**src/logic/updown_timer_pkg.sv**
```systemverilog
package updown_timer_pkg;
   // APB word addresses
   localparam logic [7:0] CTRL_ADDR = 8'h00;
   localparam logic [7:0] MODE_ADDR = 8'h04;
   localparam logic [7:0] CNT_ADDR = 8'h08;
   localparam logic [7:0] RLD_ADDR = 8'h0C;
   localparam logic [7:0] IRQ_MASK_ADDR = 8'h10;
   // Control bit positions
   localparam int OVF_BIT = 7;
   localparam int EXTF_BIT = 6;
   localparam int RXSEL_BIT = 5;
   localparam int TXSEL_BIT = 4;
   localparam int EXEN_BIT = 3;
   localparam int RUN_BIT = 2;
   localparam int SRC_BIT = 1;
   localparam int CAPT_BIT = 0;
   localparam logic [7:0] CTRL_RESET = 8'h00;
   localparam logic [15:0] CNT_MAX = 16'hFFFF;
   localparam logic [15:0] CNT_ONE = 16'h0001;
   localparam logic [2:0] DIV6 = 3'h5;
   localparam logic [3:0] DIV12 = 4'hB;
   typedef enum logic [1:0] {
      MODE_OFF = 2'b00,
      MODE_BAUD = 2'b01,
      MODE_CAPT = 2'b10,
      MODE_RELOAD = 2'b11
   } mode_t;
endpackage

```
**src/logic/updown_capture_timer.sv**
```systemverilog
// Our own choices: the APB slave port and the register offsets.
`timescale 1ns/10ps
`default_nettype none
module updown_capture_timer (
   input wire logic clk,
   input wire logic rst_b,
   input wire logic clk_en,
   input wire logic twelve_clk_mode,
   input wire logic count_pin,
   input wire logic trigger_input,
   input wire logic t1_overflow,
   input wire logic psel,
   input wire logic penable,
   input wire logic pwrite,
   input wire logic [7:0] paddr,
   input wire logic [31:0] pwdata,
   output logic [31:0] prdata,
   output logic pready,
   output logic pslverr,
   output logic irq,
   output logic rx_baud_tick,
   output logic tx_baud_tick
);
   logic [7:0] ctrl_q, ctrl_d;
   logic down_count_enable_q;
   logic [15:0] cnt_q, cnt_d, rld_q, rld_d;
   logic [1:0] mask_q;
   logic [1:0] cnt_sync_q, trg_sync_q, mode_sync_q;
   logic cnt_last_q, trg_last_q;
   logic [3:0] div_q;
   logic [31:0] prdata_q;
   logic pready_q, pslverr_q, irq_q, rx_q, tx_q;
   updown_timer_pkg::mode_t mode;

   wire wr = psel && penable && pwrite && clk_en;
   wire rd = psel && penable && !pwrite && clk_en;
   wire hit_ctrl = paddr == updown_timer_pkg::CTRL_ADDR;
   wire hit_mode = paddr == updown_timer_pkg::MODE_ADDR;
   wire hit_cnt = paddr == updown_timer_pkg::CNT_ADDR;
   wire hit_rld = paddr == updown_timer_pkg::RLD_ADDR;
   wire hit_mask = paddr == updown_timer_pkg::IRQ_MASK_ADDR;
   wire mapped = hit_ctrl | hit_mode | hit_cnt | hit_rld | hit_mask;

   wire run = ctrl_q[updown_timer_pkg::RUN_BIT];
   wire baud_sel = ctrl_q[updown_timer_pkg::RXSEL_BIT] |
      ctrl_q[updown_timer_pkg::TXSEL_BIT];
   wire exen = ctrl_q[updown_timer_pkg::EXEN_BIT];
   wire twelve = mode_sync_q[1];
   // Mode decode
   assign mode = !run ? updown_timer_pkg::MODE_OFF :
      baud_sel ? updown_timer_pkg::MODE_BAUD :
      ctrl_q[updown_timer_pkg::CAPT_BIT] ? updown_timer_pkg::MODE_CAPT :
      updown_timer_pkg::MODE_RELOAD;

   // Internal tick: machine cycle of 6 or 12 clocks
   wire div_end = twelve ? (div_q == updown_timer_pkg::DIV12) :
      (div_q == {1'b0, updown_timer_pkg::DIV6});
   wire pin_fall = cnt_last_q && !cnt_sync_q[1];
   wire tick = ctrl_q[updown_timer_pkg::SRC_BIT] ? pin_fall : div_end;
   wire trg_fall = trg_last_q && !trg_sync_q[1];
   wire trg_lvl = trg_sync_q[1];
   wire ext_ev = exen && trg_fall;
   wire down_count_enable_act = down_count_enable_q &&
      mode == updown_timer_pkg::MODE_RELOAD;
   wire counting = tick && mode != updown_timer_pkg::MODE_OFF;
   wire go_down = down_count_enable_act && !trg_lvl;
   wire top = cnt_q == updown_timer_pkg::CNT_MAX;
   wire ovf = counting && !go_down && top;
   wire unf = counting && go_down && cnt_q == rld_q;
   // Flag set only outside baud mode
   wire ovf_set = (ovf || unf) && mode != updown_timer_pkg::MODE_BAUD;
   wire ext_set = ext_ev && !down_count_enable_act;
   wire ext_tog = down_count_enable_act && (ovf || unf);
   wire baud_roll = ovf && mode == updown_timer_pkg::MODE_BAUD;

   always_comb begin
      cnt_d = cnt_q;
      if (counting) begin
         if (go_down)
            cnt_d = unf ? updown_timer_pkg::CNT_MAX :
               cnt_q - updown_timer_pkg::CNT_ONE;
         else if (ovf && mode != updown_timer_pkg::MODE_CAPT)
            cnt_d = rld_q;
         else
            cnt_d = cnt_q + updown_timer_pkg::CNT_ONE;
      end
      // Trigger reload only in up-only reload mode
      if (ext_ev && mode == updown_timer_pkg::MODE_RELOAD && !down_count_enable_act)
         cnt_d = rld_q;
      if (wr && hit_cnt)
         cnt_d = pwdata[15:0];
   end

   always_comb begin
      rld_d = rld_q;
      if (wr && hit_rld)
         rld_d = pwdata[15:0];
      // Capture latches both bytes
      if (ext_ev && mode == updown_timer_pkg::MODE_CAPT)
         rld_d = cnt_q;
   end

   // Write-zero clears; hardware set wins
   always_comb begin
      ctrl_d = ctrl_q;
      if (wr && hit_ctrl)
         ctrl_d = pwdata[7:0];
      if (ovf_set)
         ctrl_d[updown_timer_pkg::OVF_BIT] = 1'b1;
      if (ext_set)
         ctrl_d[updown_timer_pkg::EXTF_BIT] = 1'b1;
      if (ext_tog)
         ctrl_d[updown_timer_pkg::EXTF_BIT] =
            !ctrl_q[updown_timer_pkg::EXTF_BIT];
   end

   wire [31:0] rdata = hit_ctrl ? {24'h00_0000, ctrl_q} :
      hit_mode ? {31'h0000_0000, down_count_enable_q} :
      hit_cnt ? {16'h0000, cnt_q} :
      hit_rld ? {16'h0000, rld_q} :
      hit_mask ? {30'h0000_0000, mask_q} : 32'h0000_0000;
   // External flag in up/down mode never interrupts
   wire irq_d = (ctrl_q[updown_timer_pkg::OVF_BIT] && mask_q[0]) ||
      (ctrl_q[updown_timer_pkg::EXTF_BIT] && mask_q[1] &&
      !down_count_enable_q);

   always_ff @(posedge clk or negedge rst_b) begin
      if (!rst_b) begin
         cnt_sync_q <= 2'b11;
         trg_sync_q <= 2'b11;
         mode_sync_q <= 2'b00;
      end else if (clk_en) begin
         cnt_sync_q <= {cnt_sync_q[0], count_pin};
         trg_sync_q <= {trg_sync_q[0], trigger_input};
         mode_sync_q <= {mode_sync_q[0], twelve_clk_mode};
      end
   end

   always_ff @(posedge clk or negedge rst_b) begin
      if (!rst_b) begin
         cnt_last_q <= 1'b1;
         trg_last_q <= 1'b1;
         div_q <= 4'h0;
      end else if (clk_en) begin
         cnt_last_q <= cnt_sync_q[1];
         trg_last_q <= trg_sync_q[1];
         div_q <= div_end ? 4'h0 : div_q + 4'h1;
      end
   end

   always_ff @(posedge clk or negedge rst_b) begin
      if (!rst_b) begin
         ctrl_q <= updown_timer_pkg::CTRL_RESET;
         down_count_enable_q <= 1'b0;
         cnt_q <= 16'h0000;
         rld_q <= 16'h0000;
         mask_q <= 2'b00;
      end else if (clk_en) begin
         ctrl_q <= ctrl_d;
         if (wr && hit_mode)
            down_count_enable_q <= pwdata[0];
         cnt_q <= cnt_d;
         rld_q <= rld_d;
         if (wr && hit_mask)
            mask_q <= pwdata[1:0];
      end
   end

   always_ff @(posedge clk or negedge rst_b) begin
      if (!rst_b) begin
         prdata_q <= 32'h0000_0000;
         pready_q <= 1'b0;
         pslverr_q <= 1'b0;
         irq_q <= 1'b0;
         rx_q <= 1'b0;
         tx_q <= 1'b0;
      end else if (clk_en) begin
         pready_q <= psel && !penable;
         pslverr_q <= psel && !penable && !mapped;
         if (psel && !penable)
            prdata_q <= rdata;
         irq_q <= irq_d;
         // Baud source select
         rx_q <= ctrl_q[updown_timer_pkg::RXSEL_BIT] ? baud_roll :
            t1_overflow;
         tx_q <= ctrl_q[updown_timer_pkg::TXSEL_BIT] ? baud_roll :
            t1_overflow;
      end
   end

   assign prdata = prdata_q;
   assign pready = pready_q;
   assign pslverr = pslverr_q;
   assign irq = irq_q;
   assign rx_baud_tick = rx_q;
   assign tx_baud_tick = tx_q;

   a_ovf_flag_set: assert property (@(posedge clk) disable iff (!rst_b)
      clk_en && ovf_set |=> ctrl_q[updown_timer_pkg::OVF_BIT])
      else $error("overflow flag not set");
   a_baud_no_flag: assert property (@(posedge clk) disable iff (!rst_b)
      clk_en && mode == updown_timer_pkg::MODE_BAUD &&
      !ctrl_q[updown_timer_pkg::OVF_BIT] && !(wr && hit_ctrl)
      |=> !ctrl_q[updown_timer_pkg::OVF_BIT])
      else $error("baud rollover set flag");
   a_capt_latch: assert property (@(posedge clk) disable iff (!rst_b)
      clk_en && ext_ev && mode == updown_timer_pkg::MODE_CAPT
      |=> rld_q == $past(cnt_q))
      else $error("capture missed");
   a_capt_no_reload: assert property (@(posedge clk) disable iff (!rst_b)
      clk_en && counting && mode == updown_timer_pkg::MODE_CAPT &&
      !(wr && hit_cnt) |=> cnt_q == $past(cnt_q) + 16'h0001)
      else $error("capture count broke");
   a_up_reload: assert property (@(posedge clk) disable iff (!rst_b)
      clk_en && ovf && mode == updown_timer_pkg::MODE_RELOAD &&
      !(wr && hit_cnt) |=> cnt_q == $past(rld_q))
      else $error("reload missed");
   a_down_under: assert property (@(posedge clk) disable iff (!rst_b)
      clk_en && unf && !(wr && hit_cnt) |=> cnt_q == 16'hFFFF)
      else $error("underflow load wrong");
   a_ext_toggle: assert property (@(posedge clk) disable iff (!rst_b)
      clk_en && ext_tog |=> ctrl_q[updown_timer_pkg::EXTF_BIT] !=
      $past(ctrl_q[updown_timer_pkg::EXTF_BIT]))
      else $error("external flag no toggle");
   a_ext_set_win: assert property (@(posedge clk) disable iff (!rst_b)
      clk_en && ext_set |=> ctrl_q[updown_timer_pkg::EXTF_BIT])
      else $error("external set lost");
   a_irq_follow: assert property (@(posedge clk) disable iff (!rst_b)
      clk_en && ctrl_q[updown_timer_pkg::OVF_BIT] && mask_q[0]
      |=> irq)
      else $error("irq not raised");
   c_capture: cover property (@(posedge clk) disable iff (!rst_b)
      ext_ev && mode == updown_timer_pkg::MODE_CAPT);
   c_underflow: cover property (@(posedge clk) disable iff (!rst_b) unf);
   c_baud: cover property (@(posedge clk) disable iff (!rst_b) baud_roll);
endmodule
`default_nettype wire

```
**config.mk**
```make
export PLATFORM = sky130hd
export DESIGN_NAME = updown_capture_timer
export DESIGN_NICKNAME = d
export VERILOG_FILES = /design/src/logic/updown_timer_pkg.sv /design/src/logic/updown_capture_timer.sv
export SDC_FILE = /design/constraint.sdc
export NUM_CORES = 1
export LEC_CHECK = 0
export ABC_AREA = 1
export BUFFER_PORTS_ARGS = -buffer_cell sky130_fd_sc_hd__buf_2
export CORE_ASPECT_RATIO = 1.2
export CORE_UTILIZATION = 45
export DETAILED_ROUTE_END_ITERATION = 12
export PLACE_DENSITY = 0.7
export SYNTH_ARGS = -nofsm -noshare
export SYNTH_HDL_FRONTEND = slang
export SYNTH_SLANG_ARGS = --single-unit
```
**constraint.sdc**
```tcl
create_clock -name clk -period 4.6 [get_ports clk]
set_input_delay 0.92 -clock clk [delete_from_list [all_inputs] [get_ports clk]]
set_output_delay 0.92 -clock clk [all_outputs]
set_load 0.05 [all_outputs]
```
# Word-level counts from Yosys, hierarchy flattened
# Cells that the tools add are included.
# totals
mem_bits_ro,0
in_bits,50
latchBits,0
mem_bits_rw,0
mem_count,0
reg_bits,92
# op_classes
div,0
n_reduce_logical,55
shifts,0
mux,25
n_eq_ne,13
n_addsub,3
multipliers,0
bitwise,5
n_lt_le_gt_ge,0
# ops
cell,n
16-bit 2-to-1 mux,12
1-bit logical AND,31
16-bit by 1-bit adder with 16-bit output (second input constant),1
16-bit equality test,1
16-bit equality test (second input constant),1
8-bit by 4-bit equality test with 1-bit output (second input constant),2
2-bit AND reduction,8
16-bit by 1-bit subtractor with 16-bit output (second input constant),1
8-bit by 3-bit equality test with 1-bit output (second input constant),1
8-bit by 5-bit equality test with 1-bit output (second input constant),1
1-bit zero test,8
8-bit zero test,1
1-bit 2-to-1 mux,8
8-bit 2-to-1 mux,1
2-bit 2-to-1 mux,3
2-bit nonzero test,3
3-bit nonzero test,2
1-bit bitwise OR,5
4-bit by 1-bit adder with 4-bit output (second input constant),1
2-bit equality test (second input constant),2
4-bit by 3-bit equality test with 1-bit output (second input constant),1
4-bit equality test (second input constant),1
4-bit 2-to-1 mux,1
2-bit by 1-bit equality test with 1-bit output (second input constant),1
3 further kinds,4

# Depth between registers and ports, before layout
# depth
word_depth,15
ltp_mapped,17

# Least setup slack after synthesis
# Ideal clock, no wire load.
# synth_timing
kind,in2reg
from,input paddr[7]
to,register cnt_q[11]
cell_stages,11
t_arrival_ps,2144
path_slack_ps,2333
path_buffers,1
cell_sequence,nor2_1 -> nand2_2 -> nor3_2 -> inv_2 -> nor2_4 -> inv_2 -> nand3_2 -> nand2_4 -> buf_6 -> a21oi_1 -> a21oi_1
# synth_between
elab_chain_cells,4
elab_cells_between_ends,5
cone_classes,1 x eq/ne; 1 x mux; 3 x reduce/logical
# synth_lines
item,line_no,rtl
"start, declared",updown_capture_timer.sv:15,"input wire logic [7:0] paddr,"
8-bit by 4-bit equality test with 1-bit output *,updown_capture_timer.sv:39,wire hit_cnt = paddr == updown_timer_pkg::CNT_ADDR;
1-bit logical AND *,updown_capture_timer.sv:90,if (wr && hit_cnt)
3-bit nonzero test (no source line),n/a,
2-bit AND reduction (no source line),n/a,
"end signal, assigned",updown_capture_timer.sv:162,cnt_q <= cnt_d;
"end, declared",updown_capture_timer.sv:26,"logic [15:0] cnt_q, cnt_d, rld_q, rld_d;"
# Mark *: on every way between the ends. The rest lies on a longest branch, timed or not.
# A chain may end at the register's enable or synchronous reset.

# Worst setup path in the final report
# layout_timing
from,input paddr[7]
to,register cnt_q[14]
# The elaborated chain is that of the path after synthesis.

==> results.yml <==
worst_setup_path:
  crit_family: "buffers and inverters"
  timing.critical_path.to_type: "register"
  critPathBufInv: 5
  required_ns: 4.87
  cp_slowest_cell: "inv_1"
  crit_path_max_incr_delay_ns: 0.36
  start_kind: "input port"
  arrival_ns: 3.26
  critical_path.cell_chain: "buf_2 > nor2_1 > nand2_2 > nor3_2 > inv_2 > nor2_4 > buf_4 > inv_2 > nand3_2 > nand2_4 > inv_1 > nor2_1 > a21oi_1"
  worstPathMaxFanout: 26
  crit_type: "input port to register"
timing:
  min_period_over_period_pct: 65.0
  period_minus_slack_ns: 2.99
  finalSetupViolations: 0
  max_slew.worst_pin.slew_ns: 1.00
  rsz0062_at_grt: "no"
  fmax_ghz: 0.334
  hold_ws_ns: 0.465
  timing.slew.headroom_pct: 33.0
  fin_skew_ns: 0.0110
  fin_setup_tns_ns: 0
  finalMaxSlewViolations: 0
  hold_viol: 0
finish:
  syn_to_final_growth_pct: 11.7
  drive_gt1_share_pct: 13.8
  fillers: 1087
  layout.nets: 855
  num_antenna_cells: 0
clocking:
  cts_buffer_depth: 2
  h-tree-depth: 3
  cts.sinks: 76
  hold_buffers: 0
  clk_pin_slew_ns: 0.07
  cts_tree: "yes"
  post_cts_buffers: 0
  worstSkewPairLatency_ns: 0.35
  cts_buffers: 9
  cts_resized: 0
  cts_root_buf: "clkbuf_16"
run_status:
  status: "finished, final reports clean"
power_and_ir_drop:
  p_per_area_nw_per_um2: 456
  ir_drop_uv: 213
  p_leak_nw: 2.99
floorplan:
  initial_core_util_pct: 46.9
  dieArea_um2: 12100
  die_width_um: 101
  io_pins: 87
  die_h_um: 120
  num_rows: 42
  coreArea_um2: 11200
yosys:
  synth_top_family_by_area: "simple AND/OR/NAND/NOR gates"
  synth.distinct_cells: 39
  syn-instance-count: 765
  synthAdderAreaFrac_pct: 0.715
  syn_area_um2: 5250
  syn_avg_cell_area_um2: 6.86
  ys.flop_type: "dfrtp_1"
  synth-compound-area-share_pct: 14.6
  synth-seq-area-share_pct: 36.4
  synth-simple-area-share_pct: 32.9
  yosysWarnings: 0
  synthMuxAreaShare_pct: 0
  synth_xor_area_share_pct: 4.67
  synthArstFlopShare_pct: 100
  synth_edf_count: 0
  ys_ff_latch: 76
global_route:
  grt_start_max_net_pins: 77
  antenna_found_initial: 0
  grt_overflow_total: 0
  grt_pass1_wl_um: 24700
  track_usage_pct: 26.8
  grt_pass1_vias: 4795
routing:
  vias: 5191
  ant_nets: 0
  wl_um: 15300
  vias_per_cell: 5.40
  drc: 0
  wl_per_cell_um: 15.9
  drt_iter0_drc: 487
  first_pass_iters: 5
placed_design:
  place_congestion: 0.907
  io_buffer_count: 54
  place_hpwl_um: 10900
run:
  maxCapViolCount: 0
hold_path:
  hp-class: "register to register"
## area by class of cell
class                           count  area (um2)  share of cell area (%)
Clock buffer                       10         239                    4.08
Clock inverter                      6        95.1                    1.62
Inverter                           73         274                    4.68
Multi-Input combinational cell    583        2840                    48.5
Sequential cell                    76        1910                    32.6
Tap cell                          154         193                    3.29
Timing Repair Buffer               59         310                    5.29
## worst min-delay path: cells and delay by family, from the launching register on
kind / cells / cell delay, ns
and+or+nand+nor: 2 / 0.10
DFF: 1 / 0.37
## cell usage after synthesis (4+ instances only)
cell type	number	share of area, %
xor2_1	16	2.7
inv_2	8	0.57
buf_2	12	1.1
xnor2_1	12	2.0
dfstp_2	6	3.0
buf_4	19	2.7
nor3_1	8	0.76
nand3b_1	6	0.86
o211ai_1	16	2.3
o21ai_0	58	5.5
nand4_1	10	1.2
a21oi_1	35	3.3
o21ai_1	7	0.67
nor2_1	68	4.9
dfrtp_1	70	33
clkbuf_1	13	0.93
nor2_4	4	0.86
nand3_1	28	2.7
inv_1	65	4.7
o22ai_1	15	1.8
nand2_1	255	18
## registers in the layout, summed over array words and instances (netlist names)
signal and cells:
pslverr 1, down_count_enable_q 1, irq 1, prdata 16, mode_sync_q 2, trg_sync_q 2
tx_baud_tick 1, pready 1, rx_baud_tick 1, cnt_q 16, ctrl_q 8, cnt_sync_q 2
cnt_last_q 1, trg_last_q 1, div_q 4, mask_q 2, rld_q 16
## logic make-up after synthesis
kind of cell | Yosys count
XOR/XNOR | 28
other | 1
AND/OR/NAND/NOR | 398
buffers and inverters | 121
flip-flops | 76
adder cells (fa/ha/maj) | 3
AO/OA/AOI/OAI | 138
## metal layers
layer  routed length, um  GRT usage, %  vias to the layer above
li1                    -             -                     2512
met5                   0             0                        -
met2                6970          41.2                      224
met3                1220          6.82                       23
met1                6800          36.7                     2432
met4                 312          8.97                        0
## power breakdown
part	switching (W)	internal [W]	leakage (nW)
Sequential	0.000201	0.000775	0.904
Combinational	0.000582	0.000313	1.92
Clock	0.000305	0.000495	0.163
Total	0.00109	0.00158	2.99
## placed cells by master, fill, tap and decap left out, types with 2 or more instances in the layout
cell / n
nand2_2: 3
inv_1: 65
nor2_4: 4
nand3_2: 3
nor3_2: 3
dfrtp_1: 70
o22ai_1: 15
nand4_1: 10
o21ai_1: 7
bufinv_16: 2
xnor2_1: 12
nor4_1: 2
o211ai_1: 16
dfstp_2: 6
a31oi_1: 3
clkbuf_16: 9
nand3_1: 28
a21oi_1: 35
buf_2: 53
nor3_1: 8
buf_4: 6
nand3b_1: 6
nor2_1: 67
clkinv_4: 3
o21ai_0: 58
conb_1: 16
nor2_2: 4
ha_1: 3
xor2_1: 16
nand2_1: 255
nand2_4: 2
inv_2: 8
## worst paths after layout
path | slack, ns | cells past startpoint | end | from
max reg2reg | 1.79 | 8 | cnt_q[14] | trg_last_q
max in group asynchronous | 3.20 | 1 | rld_q[11] | rst_b
max | 1.61 | 13 | cnt_q[14] | paddr[7]
min in group asynchronous | 0.73 | 1 | mode_sync_q[0] | rst_b
min | 0.46 | 2 | trg_sync_q[0] | trg_sync_q[0]
min reg2reg | 0.46 | 2 | trg_sync_q[0] | trg_sync_q[0]
## through the flow
| stage | utilization, % | total power (W) | instances | worst slack [ns] | cell area [um2] |
|---|---|---|---|---|---|
| CTS | 52.4 | 0.00266 | 961 | 1.66 | 5860 |
| finish | 52.4 | 0.00267 | 961 | 1.61 | 5860 |
| floorplan | - | 0.00168 | 780 | 2.33 | 5300 |
| global placement | 49.4 | 0.00184 | 945 | 1.40 | 5530 |
| detailed placement | 49.4 | 0.00186 | 945 | 1.32 | 5530 |
| global route | 52.4 | 0.00286 | 961 | 1.41 | 5860 |
(Power assumes the default switching activity.)
